$ cat src/hdl/active_data_pointer_pkg.sv
// Constants and carrier types for the dual data pointer block.
// Assumes a single core clock and a core that issues one pointer command per cycle.
package active_data_pointer_pkg;

  // ****************************************************************
  // Widths and special-function addresses
  // ****************************************************************
  localparam int PTR_WIDTH = 16;
  localparam int PTR_COUNT = 2;
  localparam logic [7:0] SFR_AUX_ADDR = 8'hA2;
  localparam logic [7:0] SFR_PTR_LO_ADDR = 8'h82;
  localparam logic [7:0] SFR_PTR_HI_ADDR = 8'h83;
  localparam logic [7:0] SFR_UNMAPPED_DATA = 8'h00;

  // ****************************************************************
  // Auxiliary control layout and reset values
  // ****************************************************************
  localparam int AUX_SEL_BIT = 0;
  localparam int AUX_ZERO_BIT = 2;
  localparam int AUX_WAKE_BIT = 3;
  localparam int AUX_LOWPWR_BIT = 4;
  localparam logic [7:0] AUX_RESET = 8'h00;
  localparam logic [7:0] AUX_WRITE_MASK = 8'hFB;
  localparam logic [15:0] PTR_RESET = 16'h0000;
  localparam logic [15:0] PTR_STEP = 16'h0001;

  // ****************************************************************
  // Commands and carriers
  // ****************************************************************
  typedef enum logic [2:0] {
    CMD_NOP = 3'b000,
    CMD_PTR_INC = 3'b001,
    CMD_PTR_LOAD = 3'b010,
    CMD_CODE_READ = 3'b011,
    CMD_EXT_READ = 3'b100,
    CMD_EXT_WRITE = 3'b101,
    CMD_JUMP = 3'b110,
    CMD_AUX_INC = 3'b111
  } cmd_t;

  typedef struct packed {
    cmd_t cmd;
    logic [15:0] imm;
    logic [7:0] accumulator;
  } core_req_t;

  typedef struct packed {
    logic [7:0] addr;
    logic wr;
    logic rd;
    logic [7:0] wdata;
  } sfr_req_t;

  typedef struct packed {
    logic [15:0] addr;
    logic [7:0] wdata;
    logic code_rd;
    logic ext_rd;
    logic ext_wr;
    logic jump;
  } mem_req_t;

endpackage : active_data_pointer_pkg

$ cat src/hdl/data_pointer_bank.sv
// Bank of data pointers; outside reset only the selected entry is changed.
// The bank resolves command priority itself: load, then increment, then low byte, then high byte.
`timescale 1ns/1ps
`default_nettype none
module data_pointer_bank
  import active_data_pointer_pkg::*;
#(
  parameter int WIDTH = PTR_WIDTH,
  parameter int COUNT = PTR_COUNT
)(
  // Clock and reset
  input wire logic i_ref_clk,
  input wire logic i_rst,
  // Control
  input wire logic [$clog2(COUNT)-1:0] i_sel,
  input wire logic i_inc,
  input wire logic i_load,
  input wire logic [WIDTH-1:0] i_imm,
  input wire logic i_wr_lo,
  input wire logic i_wr_hi,
  input wire logic [7:0] i_byte,
  // Pointer values
  output logic [COUNT-1:0][WIDTH-1:0] o_ptr
);

  genvar g;
  generate
    for (g = 0; g < COUNT; g++)
    begin : g_ptr
      logic [WIDTH-1:0] ptr_ff;
      always_ff @(posedge i_ref_clk)
      begin
        if (i_rst)
        begin
          ptr_ff <= PTR_RESET;
        end
        else if (i_sel == g)
        begin
          if (i_load)
          begin
            ptr_ff <= i_imm;
          end
          else if (i_inc)
          begin
            ptr_ff <= ptr_ff + PTR_STEP;
          end
          else if (i_wr_lo)
          begin
            ptr_ff <= {ptr_ff[WIDTH-1:8], i_byte};
          end
          else if (i_wr_hi)
          begin
            ptr_ff <= {i_byte, ptr_ff[7:0]};
          end
        end
      end
      assign o_ptr[g] = ptr_ff;
    end
  endgenerate

endmodule : data_pointer_bank
`default_nettype wire

$ cat src/hdl/dual_data_pointer_select.sv
// Dual data pointer with select bit in the auxiliary control register.
// Assumes the core drives requests synchronously on i_ref_clk, one per cycle.
//
// How it works
// [RULE1] Two independent 16-bit pointers address external memory.
// [RULE2] Aux bit 0 picks pointer 0 or 1.
// [RULE3] Aux at A2H; bits 3,2,0 reset to zero.
// [RULE4] Aux bit 2 ignores writes, reads zero.
// [RULE5] Aux increment toggles select, keeps flags.
// [RULE6] Pointer commands act on the selected pointer.
// [RULE7] Pointer increment adds one over 16 bits.
// [RULE8] Immediate load writes 16-bit constant to pointer.
// [RULE9] Code read addresses pointer plus accumulator.
// [RULE10] External read addresses memory at the pointer.
// [RULE11] External write stores accumulator at the pointer.
// [RULE12] Indirect jump targets pointer plus accumulator.
// [RULE13] Pointer low and high bytes reachable separately.
// [RULE14] Software saves select before switching pointers.
// [RULE15] Byte access hits only the selected pointer.
`timescale 1ns/1ps
`default_nettype none
module dual_data_pointer_select
  import active_data_pointer_pkg::*;
(
  // Clock and reset
  input wire logic i_ref_clk,
  input wire logic i_rst,
  // Special-function register access
  input wire sfr_req_t i_sfr,
  output logic [7:0] o_sfr_rdata,
  // Core commands and flag events
  input wire core_req_t i_core,
  input wire logic i_wakeup_set,
  // Memory side
  output mem_req_t o_mem,
  output logic o_pointer_select
);

  // ****************************************************************
  // Decode
  // ****************************************************************
  logic [7:0] aux_ff;
  logic [7:0] nxt_aux;
  logic [PTR_COUNT-1:0][PTR_WIDTH-1:0] ptrs;
  logic [PTR_WIDTH-1:0] sel_ptr;
  logic sel;
  logic aux_wr;
  logic lo_wr;
  logic hi_wr;
  logic [PTR_WIDTH-1:0] acc_ext;

  assign sel = aux_ff[AUX_SEL_BIT]; // see [RULE2]
  assign sel_ptr = ptrs[sel]; // see [RULE6]
  assign aux_wr = i_sfr.wr && (i_sfr.addr == SFR_AUX_ADDR); // see [RULE3]
  assign lo_wr = i_sfr.wr && (i_sfr.addr == SFR_PTR_LO_ADDR); // see [RULE13]
  assign hi_wr = i_sfr.wr && (i_sfr.addr == SFR_PTR_HI_ADDR); // see [RULE13]
  assign acc_ext = {8'h00, i_core.accumulator};

  // ****************************************************************
  // Auxiliary control register
  // ****************************************************************
  // A core increment and a bus write in the same cycle: the increment
  // wins, because it is the instruction actually executing.
  always_comb
  begin
    nxt_aux = aux_ff;
    if (i_core.cmd == CMD_AUX_INC)
    begin
      // Bit 2 always holds zero, so a carry out of bits 1:0 dies there
      // and never reaches the flags above it.
      nxt_aux = (aux_ff + 8'h01) & AUX_WRITE_MASK; // see [RULE5]
    end
    else if (aux_wr)
    begin
      nxt_aux = i_sfr.wdata & AUX_WRITE_MASK; // see [RULE4]
    end
    if (i_wakeup_set)
    begin
      nxt_aux[AUX_WAKE_BIT] = 1'b1;
    end
  end

  always_ff @(posedge i_ref_clk)
  begin
    if (i_rst)
    begin
      aux_ff <= AUX_RESET; // see [RULE3]
    end
    else
    begin
      aux_ff <= nxt_aux;
    end
  end

  assign o_pointer_select = aux_ff[AUX_SEL_BIT];

  // ****************************************************************
  // Pointer bank
  // ****************************************************************
  data_pointer_bank #(
    .WIDTH(PTR_WIDTH),
    .COUNT(PTR_COUNT)
  ) u_bank (
    .i_ref_clk(i_ref_clk),
    .i_rst(i_rst),
    .i_sel(sel), // see [RULE15]
    .i_inc(i_core.cmd == CMD_PTR_INC), // see [RULE7]
    .i_load(i_core.cmd == CMD_PTR_LOAD), // see [RULE8]
    .i_imm(i_core.imm),
    .i_wr_lo(lo_wr),
    .i_wr_hi(hi_wr),
    .i_byte(i_sfr.wdata),
    .o_ptr(ptrs) // see [RULE1]
  );

  // ****************************************************************
  // Register read port
  // ****************************************************************
  logic [7:0] sfr_rdata_ff;

  always_ff @(posedge i_ref_clk)
  begin
    if (i_rst)
    begin
      sfr_rdata_ff <= SFR_UNMAPPED_DATA;
    end
    else if (i_sfr.rd)
    begin
      unique case (i_sfr.addr)
        SFR_AUX_ADDR: sfr_rdata_ff <= aux_ff & AUX_WRITE_MASK; // see [RULE4]
        SFR_PTR_LO_ADDR: sfr_rdata_ff <= sel_ptr[7:0]; // see [RULE13]
        SFR_PTR_HI_ADDR: sfr_rdata_ff <= sel_ptr[15:8]; // see [RULE13]
        default: sfr_rdata_ff <= SFR_UNMAPPED_DATA;
      endcase
    end
  end

  assign o_sfr_rdata = sfr_rdata_ff;

  // ****************************************************************
  // Memory requests
  // ****************************************************************
  // Addresses use the pointer value from before any same-cycle change.
  mem_req_t mem_ff;

  always_ff @(posedge i_ref_clk)
  begin
    if (i_rst)
    begin
      mem_ff <= '0;
    end
    else
    begin
      mem_ff <= '0;
      mem_ff.wdata <= i_core.accumulator;
      unique case (i_core.cmd)
        CMD_CODE_READ:
        begin
          mem_ff.addr <= sel_ptr + acc_ext; // see [RULE9]
          mem_ff.code_rd <= 1'b1;
        end
        CMD_EXT_READ:
        begin
          mem_ff.addr <= sel_ptr; // see [RULE10]
          mem_ff.ext_rd <= 1'b1;
        end
        CMD_EXT_WRITE:
        begin
          mem_ff.addr <= sel_ptr; // see [RULE11]
          mem_ff.ext_wr <= 1'b1;
        end
        CMD_JUMP:
        begin
          mem_ff.addr <= sel_ptr + acc_ext; // see [RULE12]
          mem_ff.jump <= 1'b1;
        end
        default:
        begin
          mem_ff.addr <= sel_ptr;
        end
      endcase
    end
  end

  assign o_mem = mem_ff;
endmodule : dual_data_pointer_select
`default_nettype wire

$ cat config.mk
export PLATFORM = sky130hd
export DESIGN_NAME = dual_data_pointer_select
export DESIGN_NICKNAME = d
export VERILOG_FILES = /design/src/hdl/active_data_pointer_pkg.sv /design/src/hdl/data_pointer_bank.sv /design/src/hdl/dual_data_pointer_select.sv
export SDC_FILE = /design/constraint.sdc
export NUM_CORES = 1
export LEC_CHECK = 0
export ABC_AREA = 1
export BUFFER_PORTS_ARGS = -buffer_cell sky130_fd_sc_hd__buf_4
export CAP_MARGIN = 20
export CORE_ASPECT_RATIO = 2
export CORE_MARGIN = 3
export CORE_UTILIZATION = 35
export CTS_BUF_LIST = sky130_fd_sc_hd__clkbuf_2 sky130_fd_sc_hd__clkbuf_4 sky130_fd_sc_hd__clkbuf_8
export CTS_CLUSTER_DIAMETER = 30
export CTS_CLUSTER_SIZE = 40
export DETAILED_ROUTE_END_ITERATION = 10
export PLACE_DENSITY = 0.59
export SLEW_MARGIN = 20
export SYNTH_ARGS = -nofsm -noshare
export SYNTH_HDL_FRONTEND = slang
export SYNTH_SLANG_ARGS = --single-unit
export TNS_END_PERCENT = 100
$ cat constraint.sdc
create_clock -name i_ref_clk -period 3.1 [get_ports i_ref_clk]
set_clock_uncertainty 0.15 [all_clocks]
set_input_delay 0.155 -clock i_ref_clk [delete_from_list [all_inputs] [get_ports i_ref_clk]]
set_output_delay 0.155 -clock i_ref_clk [all_outputs]
set_load 0.05 [all_outputs]
==> run metrics <==
antenna fix cells 0; WL/cell 14.7 um; clock power share 33.3%; Die Height 176 um; Post-synth EDFFs 0; worst hold path class in2reg; Tcrit/Tclk final 77.7%; synthesis-stage register bit count 75; adder-cell area share of the yosys netlist 2.87%; Flop pwr share 43.5%; status finished, final reports clean; port bufs 84; most frequent CP cell nand2_1; drt first pass iters 5; synthesized area per cell 6.01 um^2; total grt overflow 0; crit-path max FO 16; cell with the largest stage delay on the worst path fa_1; Crit path required time 3.22 ns; minimum clock period 2.41 ns; H-tree lvl count 3; Logic pwr share 23.2%; sw frac 33.6%; GR Layer Usage met2 41.3%; Placed Cells 1097; combined buffer and inverter count along the critical path 3; Synth Instances 843; Levels on crit path 13; post-synthesis mux area share 0%; setup TNS 0 ns; Synth area leaders dfxtp_1 30%, nand2_1 20%, nor2_1 9.0%; commonest cells in the netlist 276 x nand2_1, 122 x nor2_1, 91 x inv_1; CP top delay family adder cells; Syn Nets 902; final WL 16800 um; Sequential Area 0.00150 mm^2; Pleak 3.13 nW; post-synthesis simple-gate area fraction 42.1%; R2R depth 13; CTS buffer count 9; Root Driver clkbuf_8; Pint 1.59 mW; area of the die 0.0160 mm^2; VDD IR max 177 uV; Die Width 91.0 um; final slew viol count 0; Initial DRC Count 298; Setup CP Type reg2reg; DP Wirelength 13000 um; pin count of the biggest net entering global routing 52; Final Hold Vio Count 0; ys async rst share 0%; GPL Wtd Cong 0.896; Initial Util 36.0%; CTS tree yes; fmax 0.415 GHz; Clk pin slew, worst setup/hold paths 0.09 ns; CP max stage delay 0.41 ns; Total GRT Usage 21.7%; row count 61; RSZ-0062 raised after global routing false; Rel. slew slack 59.1%; Top FF cell, synth dfxtp_1; initial antenna violation count 0; Longest Clk Path Bufs 2; Synth top area share 29.7%; share of cells above drive strength 1 14.6%; Compound-Gate Fraction of Synth Area 13.4%; Vias/cell 4.84; post-synth cell types 38; DR vias 5520; crit path launch type register; arrival time worst endpoint 2.53 ns; crit-path cells buf_4 > o21ai_0 > buf_4 > ha_1 > fa_1 > nand3_1 > nand2_1 > inv_1 > o21ai_2 > nand3b_1 > nand2_1 > nand2_1 > nor2_1; Yosys top cell by area dfxtp_1; met3 Use GR 2.99%; Post-CTS Setup Bufs 0; fillers 1572; maxcap violations 0; DRC 0; CTS Sinks 75; Final ANT Viol Nets 0; Layout area overhead 23.9%; core area 0.0140 mm^2; largest family of logic cells by synthesized area simple AND/OR/NAND/NOR gates; Setup-failing EPs final 0; Layout Nets 1006; Net Sw Power 0.803 mW; GRT busiest layer met2; first-pass GRT wire length 27600 um; P per Cell Area 381 mW/mm^2; most common cell in the synthesized netlist nand2_1; hold depth 5; I/O pins 85; Worst-Margin Slew 0.613 ns; CP endpoint kind register; vias in the first global route 5643; Worst-Skew Late Latency 0.37 ns; met1 GRT Util 21.4%; Post-Layout Cell Count 1141; Synth Area in XOR/XNOR 0.692%; synthesized area 0.00506 mm^2; post-synthesis sequential area ratio 29.7%; Multi-input gate area 0.00299 mm^2; Yosys warnings 0
## metal layers
metal  vias up  share of wire [%]
met5         -                  0
met4         0                6.7
met3        54                3.3
met2       151                 54
met1      2440                 36
li1       2875                  -
## tightest hold or removal path, cell delays in order
cell and delay (ns):
buf_4 0.07, nand2_1 0.06, nand3_1 0.08, nor2_1 0.04, nor2_1 0.07
## cells by family after synthesis
kind of cell	after synthesis
flip-flops	75
AND/OR/NAND/NOR	501
XOR/XNOR	4
buffers and inverters	127
adder cells (fa/ha/maj)	11
AO/OA/AOI/OAI	125
## path summary, 6_finish.rpt
kind / from / to / slack (ns)
worst max-delay path: aux_ff[0]$_SDFFE_PP0P_ / o_mem[26]$_SDFF_PP0_ / 0.69
worst min-delay path: i_core[9] / u_bank.g_ptr[0].ptr_ff[1]$_SDFFE_PP0P_ / 0.01
worst max register to register: aux_ff[0]$_SDFFE_PP0P_ / o_mem[26]$_SDFF_PP0_ / 0.69
worst min register to register: o_sfr_rdata[3]$_SDFFE_PP0P_ / o_sfr_rdata[3]$_SDFFE_PP0P_ / 0.32
## registers in the layout (all words and copies together), names as in the netlist
signal               cells
o_mem                   28
o_sfr_rdata              8
aux_ff                   7
u_bank.g_ptr.ptr_ff     32
## placed cells by master (no fill, tap or decap), types with 2 or more instances in the layout
| cell | n |
|---|---|
| nand2_2 | 3 |
| clkinv_2 | 2 |
| dlygate4sd3_1 | 28 |
| o21ai_2 | 3 |
| nor3_1 | 3 |
| dfxtp_1 | 75 |
| nand3_1 | 71 |
| o211ai_1 | 7 |
| inv_2 | 8 |
| clkinv_4 | 3 |
| nor2_4 | 4 |
| nand2_1 | 276 |
| clkbuf_8 | 9 |
| nor2_2 | 3 |
| a21oi_1 | 61 |
| buf_4 | 91 |
| o21ai_0 | 40 |
| nor2_1 | 122 |
| a31oi_1 | 5 |
| nand3_2 | 2 |
| nand2_4 | 2 |
| inv_1 | 91 |
| nand3b_1 | 4 |
| o21ai_1 | 3 |
| xor2_1 | 3 |
| nand3_4 | 4 |
| nand4_1 | 6 |
| a21oi_2 | 2 |
| ha_1 | 10 |
## power by group through the flow
stage                     combinational [mW]  clock (mW)  sequential [mW]
after global routing                   0.619       0.851             1.05
after global placement                 0.524           0             1.06
after floorplan                        0.284           0             1.14
final                                  0.554       0.796             1.04
after CTS                              0.556       0.808             1.04
after detailed placement               0.526           0             1.06
## timing repair
action | CTS | global route
setup endpoints to repair | 0 | 0
hold endpoints to repair | 28 | 0
gates resized for setup | 0 | 0
hold buffers | 28 | 0
## final cells by class
class / instances / share of cell area (%)
clock buffers: 10 / 2.09
clock inverters: 6 / 1.06
inverters: 101 / 6.08
multi-input cells: 641 / 47.7
flip-flops and latches: 75 / 23.9
well taps: 189 / 3.77
repair buffers: 119 / 15.4
## metrics by stage
| stage | util, % | hold slack (ns) | cell area (um^2) | power [mW] | setup slack [ns] |
|---|---|---|---|---|---|
| after floorplan | - | 0.0818 | 5060 | 1.42 | 0.535 |
| after global placement | 41.3 | 0.226 | 5800 | 1.59 | 0.710 |
| after detailed placement | 41.3 | 0.231 | 5800 | 1.59 | 0.682 |
| after CTS | 44.7 | 0.00505 | 6270 | 2.40 | 0.688 |
| after global routing | 44.7 | 0.0349 | 6270 | 2.52 | 0.391 |
| final | 44.7 | 0.00981 | 6270 | 2.39 | 0.692 |
(Power assumes the default switching activity.)
